`src/hdl/cfg_pkg.sv`:
```
// Constants, types and field layouts for the configuration command handler.
// Assumes frames arrive already checked by a CAN controller on the same clock.
//
// How it works
// - Use proprietary-A group; destination is our address.
// - Only first byte 0x81 counts as configuration.
// - Second byte selects the parameter number.
// - Third byte: 0 read, 1 write, 2 response.
// - Read data bytes may be absent or ones.
// - Read answer goes back to requester address.
// - Writes apply silently, no answer frame.
// - Parameter 2: period 10 to 2000, default 50.
// - Parameter 3: filter count 1 to 15, default 8.
// - Parameter 4: broadcast group, any value, default ff75.
// - Parameter 5: bit rate code 0 to 3, default 1.
// - Parameter 6: address 0 to 253 usable only.
// - Parameter 7: read-only five byte hardware revision.
// - Power-on address from resistor, else flash, else 80.
// - Later resistor changes never touch the address.
// - Network address write applies now and stores flash.
// - Out-of-range address write is dropped entirely.
package cfg_pkg;

  // ---------------------------------------------------------------
  // Frame layout
  // ---------------------------------------------------------------
  typedef struct packed {
    logic [2:0] prio;
    logic [1:0] dp;
    logic [7:0] pf;
    logic [7:0] ps;
    logic [7:0] sa;
  } can_id_t;

  typedef struct packed {
    can_id_t         id;
    logic [3:0]      dlc;
    logic [7:0][7:0] data;   // data[0] is the first byte on the wire
  } can_frame_t;

  typedef enum logic [0:0] {
    ST_IDLE = 1'b0,
    ST_SEND = 1'b1
  } tx_state_t;

  // ---------------------------------------------------------------
  // Message codes
  // ---------------------------------------------------------------
  localparam logic [7:0] PF_PROP_A   = 8'hef;
  localparam logic [7:0] CMD_CFG     = 8'h81;
  localparam logic [7:0] OP_READ     = 8'h00;
  localparam logic [7:0] OP_WRITE    = 8'h01;
  localparam logic [7:0] OP_RESP     = 8'h02;
  localparam logic [7:0] PAR_RATE    = 8'h02;
  localparam logic [7:0] PAR_FILT    = 8'h03;
  localparam logic [7:0] PAR_PGN     = 8'h04;
  localparam logic [7:0] PAR_BITRATE = 8'h05;
  localparam logic [7:0] PAR_ADDR    = 8'h06;
  localparam logic [7:0] PAR_HWREV   = 8'h07;
  localparam logic [2:0] RESP_PRIO   = 3'h6;
  localparam logic [1:0] RESP_DP     = 2'h0;
  localparam logic [3:0] RESP_DLC    = 4'h8;
  localparam logic [7:0] RESP_PAD    = 8'h00;
  localparam logic [3:0] DLC_HDR     = 4'h3;
  localparam logic [3:0] DLC_VAL1    = 4'h4;
  localparam logic [3:0] DLC_VAL2    = 4'h5;

  // ---------------------------------------------------------------
  // Parameter limits and defaults
  // ---------------------------------------------------------------
  localparam logic [15:0] RATE_MIN    = 16'h000a;
  localparam logic [15:0] RATE_MAX    = 16'h07d0;
  localparam logic [15:0] RATE_DEF    = 16'h0032;
  localparam logic [7:0]  FILT_MIN    = 8'h01;
  localparam logic [7:0]  FILT_MAX    = 8'h0f;
  localparam logic [3:0]  FILT_DEF    = 4'h8;
  localparam logic [15:0] PGN_DEF     = 16'hff75;
  localparam logic [7:0]  BITRATE_MAX = 8'h03;
  localparam logic [1:0]  BITRATE_DEF = 2'h1;
  localparam logic [7:0]  ADDR_MAX    = 8'hfd;
  localparam logic [7:0]  ADDR_DEF    = 8'h80;
  localparam logic [1:0]  SYNC_FILL   = 2'h2;

  // ---------------------------------------------------------------
  // Register port map
  // ---------------------------------------------------------------
  localparam logic [4:0] REG_CTRL   = 5'h00;
  localparam logic [4:0] REG_STATUS = 5'h04;
  localparam logic [4:0] REG_SET1   = 5'h08;
  localparam logic [4:0] REG_SET2   = 5'h0c;
  localparam logic       CTRL_RST   = 1'b1;

endpackage

```
`src/hdl/addr_select.sv`:
```
// Power-on source address selection from resistor strap, flash or default.
// Assumes resistor inputs come from an ADC outside this clock domain.
`timescale 1ns/1ns
module addr_select (
  // Clock and reset
  input  wire logic       i_clk,
  input  wire logic       i_rst_n,
  // Resistor strap and stored address
  input  wire logic [7:0] i_res_addr,
  input  wire logic       i_res_open,
  input  wire logic       i_flash_valid,
  input  wire logic [7:0] i_flash_addr,
  // Chosen address
  output logic      [7:0] o_addr,
  output logic            o_done
);
  import cfg_pkg::*;

  logic [8:0] sync1_q, sync1_d, sync2_q, sync2_d;
  logic [1:0] wait_q, wait_d;
  logic [7:0] addr_q, addr_d;
  logic       done_q, done_d;

  // Next values: strap caught once after the synchronisers have filled
  always_comb begin
    sync1_d = {i_res_open, i_res_addr};
    sync2_d = sync1_q;
    wait_d  = wait_q;
    addr_d  = addr_q;
    done_d  = done_q;
    if (!done_q) begin
      if (wait_q != SYNC_FILL) begin
        wait_d = wait_q + 2'h1;
      end else begin
        done_d = 1'b1;
        if (!sync2_q[8] && sync2_q[7:0] <= ADDR_MAX) begin
          addr_d = sync2_q[7:0];
        end else if (i_flash_valid && i_flash_addr <= ADDR_MAX) begin
          addr_d = i_flash_addr;
        end else begin
          addr_d = ADDR_DEF;
        end
      end
    end
  end

  // State registers
  always_ff @(posedge i_clk) begin
    if (!i_rst_n) begin
      sync1_q <= 9'h000;
      sync2_q <= 9'h000;
      wait_q  <= 2'h0;
      addr_q  <= ADDR_DEF;
      done_q  <= 1'b0;
    end else begin
      sync1_q <= sync1_d;
      sync2_q <= sync2_d;
      wait_q  <= wait_d;
      addr_q  <= addr_d;
      done_q  <= done_d;
    end
  end

  assign o_addr = addr_q;
  assign o_done = done_q;

endmodule

```
`src/hdl/can_config_param_handler.sv`:
```
// Configuration command handler: decodes proprietary-A config frames,
// keeps the node settings and answers reads.
// Assumes a CAN controller on the same clock delivers whole frames as one
// cycle pulses and accepts frames for sending with a ready level.
//
// Implementation choices: the register addresses and the strobed register port.
`timescale 1ns/1ns
module can_config_param_handler (
  // Clock and reset
  input  wire logic               i_clk,
  input  wire logic               i_rst_n,
  // Received frames
  input  wire logic               i_rx_valid,
  input  wire cfg_pkg::can_frame_t i_rx_frame,
  // Frames to send
  output logic                    o_tx_valid,
  output cfg_pkg::can_frame_t     o_tx_frame,
  input  wire logic               i_tx_ready,
  // Address strap and flash
  input  wire logic        [7:0]  i_res_addr,
  input  wire logic               i_res_open,
  input  wire logic               i_flash_valid,
  input  wire logic        [7:0]  i_flash_addr,
  output logic                    o_flash_we,
  output logic             [7:0]  o_flash_data,
  // Fixed hardware revision, low byte first on the wire
  input  wire logic        [39:0] i_hw_rev,
  // Active settings
  output logic             [7:0]  o_src_addr,
  output logic                    o_addr_ready,
  output logic             [15:0] o_msg_rate,
  output logic             [3:0]  o_filt_count,
  output logic             [15:0] o_bcast_pgn,
  output logic             [1:0]  o_bitrate,
  // Register port
  input  wire logic        [4:0]  i_reg_addr,
  input  wire logic        [31:0] i_reg_wdata,
  input  wire logic               i_reg_wr,
  input  wire logic               i_reg_rd,
  output logic             [31:0] o_reg_rdata
);
  import cfg_pkg::*;

  // ---------------------------------------------------------------
  // Power-on address
  // ---------------------------------------------------------------
  logic [7:0] boot_addr;
  logic       boot_done;

  addr_select u_addr_select (
    .i_clk         (i_clk),
    .i_rst_n       (i_rst_n),
    .i_res_addr    (i_res_addr),
    .i_res_open    (i_res_open),
    .i_flash_valid (i_flash_valid),
    .i_flash_addr  (i_flash_addr),
    .o_addr        (boot_addr),
    .o_done        (boot_done)
  );

  // ---------------------------------------------------------------
  // State
  // ---------------------------------------------------------------
  tx_state_t   state_q, state_d;
  can_frame_t  tx_frame_q, tx_frame_d;
  logic        tx_valid_q, tx_valid_d;
  logic [7:0]  src_addr_q, src_addr_d;
  logic        ready_q, ready_d;
  logic [15:0] rate_q, rate_d;
  logic [3:0]  filt_q, filt_d;
  logic [15:0] pgn_q, pgn_d;
  logic [1:0]  bitrate_q, bitrate_d;
  logic        flash_we_q, flash_we_d;
  logic [7:0]  flash_data_q, flash_data_d;
  logic        ctrl_en_q, ctrl_en_d;
  logic [31:0] rdata_q, rdata_d;

  // Decoded request fields
  logic        hit;
  logic [7:0]  par;
  logic [7:0]  op;
  logic [7:0]  val8;
  logic [15:0] val16;
  logic        rd_ok;
  logic [39:0] rd_val;

  // ---------------------------------------------------------------
  // Request decode
  // ---------------------------------------------------------------
  // proprietary-A to our address
  always_comb begin
    hit = i_rx_valid && ctrl_en_q && ready_q
          && i_rx_frame.id.pf == PF_PROP_A
          && i_rx_frame.id.ps == src_addr_q
          && i_rx_frame.dlc >= DLC_HDR
          && i_rx_frame.data[0] == CMD_CFG;
    par   = i_rx_frame.data[1];
    op    = i_rx_frame.data[2];
    val8  = i_rx_frame.data[3];
    val16 = {i_rx_frame.data[4], i_rx_frame.data[3]};
  end

  // Read value lookup; unknown numbers give no answer
  always_comb begin
    rd_ok  = 1'b1;
    rd_val = 40'h0;
    case (par)
      PAR_RATE:    rd_val = {24'h0, rate_q};
      PAR_FILT:    rd_val = {36'h0, filt_q};
      PAR_PGN:     rd_val = {24'h0, pgn_q};
      PAR_BITRATE: rd_val = {38'h0, bitrate_q};
      PAR_ADDR:    rd_val = {32'h0, src_addr_q};
      PAR_HWREV:   rd_val = i_hw_rev;
      default:     rd_ok  = 1'b0;
    endcase
  end

  // ---------------------------------------------------------------
  // Command execution and response
  // ---------------------------------------------------------------
  always_comb begin
    state_d      = state_q;
    tx_frame_d   = tx_frame_q;
    tx_valid_d   = tx_valid_q;
    src_addr_d   = src_addr_q;
    ready_d      = ready_q;
    rate_d       = rate_q;
    filt_d       = filt_q;
    pgn_d        = pgn_q;
    bitrate_d    = bitrate_q;
    flash_we_d   = 1'b0;
    flash_data_d = flash_data_q;

    if (boot_done && !ready_q) begin
      src_addr_d = boot_addr;
      ready_d    = 1'b1;
    end

    case (state_q)
      ST_IDLE: begin
        if (hit && op == OP_READ && rd_ok) begin
          tx_frame_d.id.prio = RESP_PRIO;
          tx_frame_d.id.dp   = RESP_DP;
          tx_frame_d.id.pf   = PF_PROP_A;
          tx_frame_d.id.ps   = i_rx_frame.id.sa;
          tx_frame_d.id.sa   = src_addr_q;
          tx_frame_d.dlc     = RESP_DLC;
          tx_frame_d.data[0] = CMD_CFG;
          tx_frame_d.data[1] = par;
          tx_frame_d.data[2] = OP_RESP;
          tx_frame_d.data[3] = rd_val[7:0];
          tx_frame_d.data[4] = rd_val[15:8];
          tx_frame_d.data[5] = rd_val[23:16];
          tx_frame_d.data[6] = rd_val[31:24];
          tx_frame_d.data[7] = rd_val[39:32];
          tx_valid_d         = 1'b1;
          state_d            = ST_SEND;
        end
      end
      ST_SEND: begin
        // Hold the frame until the controller takes it
        if (i_tx_ready) begin
          tx_valid_d = 1'b0;
          state_d    = ST_IDLE;
        end
      end
      default: begin
        tx_valid_d = 1'b0;
        state_d    = ST_IDLE;
      end
    endcase

    if (hit && op == OP_WRITE) begin
      case (par)
        PAR_RATE: begin
          if (i_rx_frame.dlc >= DLC_VAL2 && val16 >= RATE_MIN && val16 <= RATE_MAX) begin
            rate_d = val16;
          end
        end
        PAR_FILT: begin
          if (i_rx_frame.dlc >= DLC_VAL1 && val8 >= FILT_MIN && val8 <= FILT_MAX) begin
            filt_d = val8[3:0];
          end
        end
        PAR_PGN: begin
          if (i_rx_frame.dlc >= DLC_VAL2) begin
            pgn_d = val16;
          end
        end
        PAR_BITRATE: begin
          if (i_rx_frame.dlc >= DLC_VAL1 && val8 <= BITRATE_MAX) begin
            bitrate_d = val8[1:0];
          end
        end
        PAR_ADDR: begin
          if (i_rx_frame.dlc >= DLC_VAL1 && val8 <= ADDR_MAX) begin
            src_addr_d   = val8;
            flash_we_d   = 1'b1;
            flash_data_d = val8;
          end
        end
        default: begin
          // Reserved and read-only numbers fall through untouched
          rate_d = rate_q;
        end
      endcase
    end
  end

  // ---------------------------------------------------------------
  // Register port
  // ---------------------------------------------------------------
  // Reads answer one cycle later; unmapped addresses read zero
  always_comb begin
    ctrl_en_d = ctrl_en_q;
    rdata_d   = 32'h0;
    if (i_reg_wr) begin
      if (i_reg_addr == REG_CTRL) begin
        ctrl_en_d = i_reg_wdata[0];
      end
    end
    if (i_reg_rd) begin
      if (i_reg_addr == REG_CTRL) begin
        rdata_d = {31'h0, ctrl_en_q};
      end else if (i_reg_addr == REG_STATUS) begin
        rdata_d = {22'h0, tx_valid_q, ready_q, src_addr_q};
      end else if (i_reg_addr == REG_SET1) begin
        rdata_d = {pgn_q, rate_q};
      end else if (i_reg_addr == REG_SET2) begin
        rdata_d = {26'h0, bitrate_q, filt_q};
      end else begin
        rdata_d = 32'h0;
      end
    end
  end

  // ---------------------------------------------------------------
  // Registers
  // ---------------------------------------------------------------
  always_ff @(posedge i_clk) begin
    if (!i_rst_n) begin
      state_q      <= ST_IDLE;
      tx_frame_q   <= '0;
      tx_valid_q   <= 1'b0;
      src_addr_q   <= ADDR_DEF;
      ready_q      <= 1'b0;
      rate_q       <= RATE_DEF;
      filt_q       <= FILT_DEF;
      pgn_q        <= PGN_DEF;
      bitrate_q    <= BITRATE_DEF;
      flash_we_q   <= 1'b0;
      flash_data_q <= 8'h00;
      ctrl_en_q    <= CTRL_RST;
      rdata_q      <= 32'h0;
    end else begin
      state_q      <= state_d;
      tx_frame_q   <= tx_frame_d;
      tx_valid_q   <= tx_valid_d;
      src_addr_q   <= src_addr_d;
      ready_q      <= ready_d;
      rate_q       <= rate_d;
      filt_q       <= filt_d;
      pgn_q        <= pgn_d;
      bitrate_q    <= bitrate_d;
      flash_we_q   <= flash_we_d;
      flash_data_q <= flash_data_d;
      ctrl_en_q    <= ctrl_en_d;
      rdata_q      <= rdata_d;
    end
  end

  // Outputs straight from flops
  assign o_tx_valid   = tx_valid_q;
  assign o_tx_frame   = tx_frame_q;
  assign o_flash_we   = flash_we_q;
  assign o_flash_data = flash_data_q;
  assign o_src_addr   = src_addr_q;
  assign o_addr_ready = ready_q;
  assign o_msg_rate   = rate_q;
  assign o_filt_count = filt_q;
  assign o_bcast_pgn  = pgn_q;
  assign o_bitrate    = bitrate_q;
  assign o_reg_rdata  = rdata_q;

endmodule

```
`config.mk`:
```
export PLATFORM = sky130hd
export DESIGN_NAME = can_config_param_handler
export DESIGN_NICKNAME = d
export VERILOG_FILES = /design/src/hdl/cfg_pkg.sv /design/src/hdl/addr_select.sv /design/src/hdl/can_config_param_handler.sv
export SDC_FILE = /design/constraint.sdc
export NUM_CORES = 1
export LEC_CHECK = 0
export ABC_AREA = 1
export BUFFER_PORTS_ARGS = -buffer_cell sky130_fd_sc_hd__buf_2
export CORE_AREA = 2 2 149 151
export CTS_BUF_LIST = sky130_fd_sc_hd__clkbuf_4 sky130_fd_sc_hd__clkbuf_8
export DETAILED_ROUTE_END_ITERATION = 8
export DIE_AREA = 0 0 151 153
export GPL_TIMING_DRIVEN = 0
export PLACE_DENSITY = 0.79
export SLEW_MARGIN = 20
export SYNTH_ARGS = -nofsm -noshare
export SYNTH_HDL_FRONTEND = slang
export SYNTH_SLANG_ARGS = --single-unit
```
`constraint.sdc`:
```
create_clock -name i_clk -period 1.5 [get_ports i_clk]
set_input_delay 0.075 -clock i_clk [delete_from_list [all_inputs] [get_ports i_clk]]
set_output_delay 0.075 -clock i_clk [all_outputs]
set_load 0.005 [all_outputs]
```
==> results of run 1 <==
==> logic make-up after synthesis <==
logic type,synth area share [%]
AOI/OAI and AO/OA,5.734
other,0.04523
DFF,44.67
adders and majority gates,0.1509
buffers and inverters,14.24
muxes,0.9507
and+or+nand+nor,34.21
==> synth_stat cells (3+ instances only) <==
library cell / n / area, sq um
nor2_1: 278 / 1044
nand2_1: 241 / 904.6
dfxtp_1: 185 / 3704
inv_1: 175 / 656.9
nand3_1: 102 / 510.5
o21ai_0: 47 / 235.2
buf_4: 35 / 262.8
nand4_1: 33 / 206.5
clkbuf_1: 22 / 82.58
a21oi_1: 20 / 100.1
buf_2: 20 / 100.1
inv_2: 9 / 33.78
a31oi_1: 7 / 43.79
mux2_2: 7 / 78.83
o22ai_1: 7 / 43.79
nor2_2: 5 / 31.28
nand2_2: 4 / 25.02
nand3_2: 4 / 40.04
nor3_1: 4 / 20.02
buf_6: 3 / 33.78
nor2_4: 3 / 33.78
o21ai_1: 3 / 15.01
==> routing by layer <==
| layer | vias up | global-route usage, % | routed length [um] | share of wire (%) |
|---|---|---|---|---|
| li1 | 4654 | - | - | - |
| met1 | 4394 | 30.01 | 12060 | 37 |
| met2 | 491 | 46.43 | 15760 | 49 |
| met3 | 105 | 7.134 | 3025 | 9.3 |
| met4 | 0 | 12.42 | 1591 | 4.9 |
| met5 | - | 0 | 0 | 0 |
==> sequential cells by signal, summed over array words and instances, names as in the netlist, 2 cells and up <==
name and flops:
u_addr_select.sync2_q 9, u_addr_select.sync1_q 9, u_addr_select.wait_q 2, o_msg_rate 16
o_tx_frame 65, o_bcast_pgn 16, o_flash_data 8, o_src_addr 8
o_filt_count 4, o_bitrate 2, o_reg_rdata 32, u_addr_select.o_addr 8
==> repair_timing <==
| item | CTS | global route |
|---|---|---|
| endpoints found under the hold margin | 86 | 0 |
| pin swaps | 14 | 29 |
| buffers inserted | 24 | 11 |
| hold buffers | 70 | 0 |
| gates resized for setup | 151 | 105 |
| gates cloned | 8 | 4 |
| setup endpoints to repair | 123 | 139 |
==> worst max-delay path, cell delays in order (launching register included) <==
cell	delay, ns
dfxtp_4	0.39
inv_2	0.06
nand2_2	0.06
nand2_2	0.06
nor2_2	0.12
nand3_2	0.12
nor2_4	0.12
buf_12	0.15
nand2_8	0.09
buf_12	0.14
clkinv_8	0.07
buf_8	0.12
nor2_1	0.05
nor2_1	0.13
==> final cells by class <==
class / count / area, sq um / share of cell area (%)
multi-input cells: 794 / 4056 / 32.02
repair buffers: 418 / 2770 / 21.86
flip-flops and latches: 185 / 3740 / 29.52
well taps: 280 / 350.3 / 2.765
clock buffers: 17 / 234.0 / 1.847
inverters: 185 / 716.9 / 5.659
clock inverters: 15 / 155.1 / 1.225
plain buffers: 82 / 646.9 / 5.106
==> through the flow <==
stage	setup WS (ns)	TNS (ns)	std cells	power [W]	area, sq um
after floorplan	-0.02416	-0.3716	1246	0.005769	8386
after global placement	-0.5304	-48.66	1828	0.006176	10250
after detailed placement	-0.5480	-52.93	1828	0.006198	10250
after CTS	-0.2231	-15.88	1962	0.009654	12150
after global routing	-0.4015	-34.20	1976	0.01005	12670
final	-0.2691	-23.49	1976	0.009682	12670
==> worst max-delay path by stage <==
| stage | from | to | slack, ns | depth (start not counted) |
|---|---|---|---|---|
| after global placement | o_src_addr[3] | o_tx_frame[24] | -0.53 | 12 |
| after CTS | o_src_addr[1] | o_tx_frame[46] | -0.22 | 12 |
| after floorplan | o_addr_ready | o_tx_frame[10] | -0.02 | 11 |
| after global routing | o_addr_ready | o_tx_frame[60] | -0.40 | 11 |
| final | o_src_addr[4] | o_tx_frame[57] | -0.27 | 13 |
| after detailed placement | o_src_addr[3] | o_tx_frame[24] | -0.55 | 12 |
==> report_power, final <==
| group | internal [W] | leakage (nW) | switching [W] |
|---|---|---|---|
| Combinational | 0.000568 | 4.99 | 0.000658 |
| Sequential | 0.00505 | 1.50 | 0.0000976 |
| Clock | 0.00125 | 0.199 | 0.00206 |
==> flow_summary_export.csv, run 1 <==
group,metric,value,unit
status,outcome,"finished, violations left",
status,violations,"setup timing",
die,die-width,151,um
timing,timing_hold_violations_final,0,
clocking,cts-buffers-inserted,17,
hold_path,min_delay_worst_endpoint,"o_tx_frame[37]",
synth,yosysUniqueCellTypes,31,
detailed_routing,wl_per_cell,16.42,um
setup_path,rrSetupSlack,-0.27,ns
layout,layout.cells.most_common_list,"buf_2 (312), nor2_1 (251), nand2_1 (189), dfxtp_1 (174), inv_1 (172)",
timing,skew,0.01188,ns
detailed_routing,detail_route.iter0.violations,554,
run,maxCapViolCount,0,
synth,syn_avg_cell_area,6.758,sq um
setup_path,crit_type,"flop to flop",
synth,synth_seq_area_share,44.67,%
timing,worst-slew-pin-transition,0.7930,ns
synth,synthesis.yosys.warnings,0,
clocking,cts_num_sinks,185,
clocking,cts.clk_slew.worst_paths,0.11,ns
power_and_ir_drop,vdd_ir_drop_max,0.4884,mV
clocking,tritoncts_clock_tree,"built",
detailed_routing,vias_per_cell,4.881,
synth,ys_ff_latch,185,
timing,worst_slack,-0.2691,ns
layout,mostFrequentLayoutCell,"buf_2",
power_and_ir_drop,p_leak,6.690,nW
detailed_routing,dr_vias,9644,
grt,gr_util_all_layers,26.64,%
setup_path,ff2ff_path_depth,13,
synth,synth_cells,1227,
hold_path,hp-start,"i_hw_rev[13]",
setup_path,cp_max_fo,7,
timing,final_hold_slack,0.03775,ns
die,floorplan.core_area,21490,sq um
layout,synthToLayoutAreaGrowth,52.80,%
die,core.rowCount,54,
synth,synthesis.area,8292,sq um
detailed_routing,firstDrtPassIters,5,
layout,n_fill_cell,1927,
hold_path,holdPathStages,5,
setup_path,regToRegStartpoint,"o_src_addr[4]",
timing,slew-limit-headroom,47.14,%
layout,final_core_utilization,58.97,%
synth,synth-edff-count,0,
die,dieArea,23100,sq um
timing,fin_crit_sh,117.9,%
grt,largest_net_degree_at_the_start_of_global_routing,20,
grt,globalRouteOverflowTotal,0,
grt,first_global_vias,8930,
die,die_height,153,um
die,io-pin-count,384,
detailed_routing,routed_wirelength,32440,um
power_and_ir_drop,power.density_cell_area,764.2,nW/um^2
setup_path,critical_path_required,1.91,ns
detailed_routing,final_antenna_net_count,0,
timing,rsz_0062_raised_after_global_routing,"true",
clocking,clk_path_buf_depth,2,
layout,nNetsFinal,1882,
grt,grt_pass1_wl,46940,um
layout,layout-drive-gt1-share,36.20,%
clocking,clk-insertion-delay-late,0.48,ns
hold_path,worst_hold_path_type,"input pin to flop",
timing,timing.fmax,565.3,MHz
synth,ys_dominant_reg_cell,"dfxtp_1",
place,io_buffer_count,302,
setup_path,timing.critical_path.from_type,"flop",
setup_path,crit_arrival,2.18,ns
timing,final.min_clock_period,1.769,ns
setup_path,reg2reg_to,"o_tx_frame[57]",
timing,timing_max_transition_violations_final,0,
timing,report.final.setup_viol,122,
place,detailed_place_hpwl,23410,um
setup_path,critPathCaptureType,"flop",
layout,insertedDiodeCount,0,
clocking,cts.root.buffer_cell,"clkbuf_8",
detailed_routing,remaining_drc_errors,0,
synth,asyncSetResetFlopFracSynth,0,%
place,routabilityCongestion,0.9000,
die,effective_utilization_at_floorplan,38.59,%
grt,antenna_found_initial,0,
clocking,cts_max_level,4,
No activity file was read; power rests on OpenSTA's default activity.
==> run 2, diff against run 1 <==
--- a/config.mk
+++ b/config.mk
@@ -13,6 +13,7 @@
 export DIE_AREA = 0 0 151 153
 export GPL_TIMING_DRIVEN = 0
 export PLACE_DENSITY = 0.79
+export SETUP_SLACK_MARGIN = 0.05
 export SLEW_MARGIN = 20
 export SYNTH_ARGS = -nofsm -noshare
 export SYNTH_HDL_FRONTEND = slang
==> run 2 against run 1 <==
The run ends with hold timing, setup timing left. Clock skew fell by 0.0026 ns. Non-clock buffer count down 7. First-iteration DRC count shrank 0.36%. Global-route usage is 0.71 points lower. Final cell count decreased by 0.25%. Combinational power about the same. Via count decreased by 2.3%. Flip-flop and latch count unchanged. Highest routed layer is now met5.
==> flow_summary_export.csv, run 2 (synthesis gave the netlist of run 1 again) <==
group,metric,value,unit
timing,timing_max_transition_violations_final,0,
setup_path,crit_arrival,2.15,ns
status,violations,"hold timing, setup timing",
die,io-pin-count,384,
power_and_ir_drop,vdd_ir_drop_max,0.4932,mV
status,outcome,"finished, violations left",
clocking,cts-buffers-inserted,17,
detailed_routing,routed_wirelength,32040,um
setup_path,reg2reg_to,"o_flash_data[6]",
timing,worst_slack,-0.2660,ns
place,detailed_place_hpwl,23220,um
die,effective_utilization_at_floorplan,38.59,%
clocking,cts.root.buffer_cell,"clkbuf_8",
detailed_routing,dr_vias,9426,
power_and_ir_drop,power.density_cell_area,789.8,nW/um^2
layout,nNetsFinal,1875,
detailed_routing,wl_per_cell,16.25,um
setup_path,ff2ff_path_depth,11,
detailed_routing,final_antenna_net_count,0,
detailed_routing,firstDrtPassIters,5,
place,place_area,10250,sq um
setup_path,regToRegStartpoint,"o_src_addr[4]",
setup_path,master_of_the_slowest_instance_on_the_critical_path,"dfxtp_4",
detailed_routing,remaining_drc_errors,0,
detailed_routing,wl_met3,2928,um
timing,timing_hold_violations_final,1,
detailed_routing,highest_layer,"met5",
setup_path,max_stage_delay,0.40,ns
timing,skew,0.009274,ns
layout,final_cell_area,12330,sq um
timing,final_hold_slack,-0.001864,ns
grt,globalRouteOverflowTotal,0,
detailed_routing,detail_route.iter0.violations,552,
hold_path,min_delay_worst_endpoint,"o_tx_frame[55]",
clocking,clk-insertion-delay-late,0.49,ns
clocking,tritoncts_clock_tree,"built",
run,maxCapViolCount,0,
setup_path,timing.critical_path.from_type,"flop",
setup_path,critical_path_required,1.89,ns
layout,layout.cells.most_common_list,"buf_2 (312), nor2_1 (251), nand2_1 (193), dfxtp_1 (174), inv_1 (168)",
power_and_ir_drop,p_leak,6.575,nW
setup_path,worstPathBufferInverterCount,3,
timing,fin_setup_tns,-22.17,ns
grt,antenna_found_initial,3,
power_and_ir_drop,p_total,0.009737,W
hold_path,holdPathStages,5,
layout,synthToLayoutAreaGrowth,48.69,%
layout,layout-drive-gt1-share,34.28,%
setup_path,crit_path_cell_trace,"inv_4 > nand2_2 > nand2_2 > nor2_4 > nand3_2 > nor2_4 > buf_12 > buf_2 > nand4_1 > nand2_1 > nor2_1",
timing,worst-slew-pin-transition,0.7785,ns
die,core.rowCount,54,
detailed_routing,vias_per_cell,4.782,
timing,fin_crit_sh,117.7,%
grt,gr_util_all_layers,25.93,%
detailed_routing,met2_wirelength,15290,um
clocking,clk_path_buf_depth,2,
timing,timing.fmax,566.3,MHz
layout,mostFrequentLayoutCell,"buf_2",
hold_path,worst_hold_path_type,"input pin to flop",
place,routabilityCongestion,0.8990,
clocking,cts_max_level,4,
grt,largest_net_degree_at_the_start_of_global_routing,20,
die,floorplan.core_area,21490,sq um
timing,slew-limit-headroom,48.10,%
setup_path,rrSetupSlack,-0.27,ns
timing,rsz_0062_raised_after_global_routing,"true",
die,die_height,153,um
hold_path,hp-start,"i_hw_rev[31]",
grt,grt_pass1_wl,45630,um
timing,final.min_clock_period,1.766,ns
setup_path,crit_type,"flop to flop",
grt,first_global_vias,8847,
place,io_buffer_count,302,
timing,report.final.setup_viol,122,
detailed_routing,detail_route.wirelength.met1,12490,um
setup_path,cp_max_fo,10,
clocking,cts_num_sinks,185,
setup_path,critPathCaptureType,"flop",
die,die-width,151,um
clocking,cts.clk_slew.worst_paths,0.11,ns
die,dieArea,23100,sq um
setup_path,critPathTopFamily,"simple AND/OR/NAND/NOR gates",
layout,largest_register_ff_count,65,
## run 2: changes by cell type in the layout (fill, tap and decap cells not counted), sizes merged
cell / previous run / this run
buf: 405 / 397
clkinv: 8 / 6
inv: 192 / 194
dlygate4sd3: 70 / 72
diode: 0 / 2
clkbuf: 42 / 41
## run 2: metal layers
| metal | GRT usage [%] | vias to the layer above |
|---|---|---|
| met5 | 0 | - |
| met4 | 12.28 | 2 |
| met3 | 7.164 | 87 |
| met2 | 44.00 | 443 |
| met1 | 30.02 | 4248 |
| li1 | - | 4646 |
## run 2: metrics by stage
stage	util, %	setup slack, ns	hold slack, ns	std cells
final	57.38	-0.2660	-0.001864	1971
after global routing	57.37	-0.3454	0.03611	1970
after CTS	54.96	-0.2042	0.00001468	1960
after detailed placement	47.72	-0.4825	0.2612	1828
after global placement	47.72	-0.4541	0.2559	1828
after floorplan	-	-0.02416	0.1726	1246
## run 2: worst max path at each step
stage	cells past startpoint	endpoint	slack, ns	startpoint
global route	13	o_tx_frame[77]	-0.35	o_src_addr[4]
finish	11	o_flash_data[6]	-0.27	o_src_addr[4]
CTS	12	o_tx_frame[46]	-0.20	o_addr_ready
floorplan	11	o_tx_frame[10]	-0.02	o_addr_ready
global placement	12	o_tx_frame[46]	-0.45	o_src_addr[3]
detailed placement	11	o_tx_frame[27]	-0.48	o_src_addr[3]
## run 2: cell type report
type                       instances  area [sq um]
fill                            1999          9156
multi-input combinational        794          3895
sequential                       185          3740
timing repair buffer             411          2643
inverter                         185         706.9
buffer                            82         600.6
tap                              280         350.3
clock buffer                      17         234.0
clock inverter                    15         155.1
antenna                            2         5.005
## run 2: report_power, final
group,total [W],switching [W],internal [W]
Combinational,0.00125,0.000674,0.000572
Sequential,0.00514,0.0000896,0.00505
Clock,0.00335,0.00209,0.00126
Total,0.00974,0.00286,0.00688
## run 2: worst min-delay path, delay by kind of cell
family | cells | cell delay, ns
buffers and inverters | 2 | 0.15
AOI/OAI and AO/OA | 1 | 0.12
and+or+nand+nor | 2 | 0.11
## run 2: timing repair
action	in CTS	in global routing
gates cloned	3	4
hold buffers	72	0
resized for setup	72	124
pin swaps	4	21
setup endpoints to repair	124	142
hold endpoints to repair	86	0
setup buffers	25	5
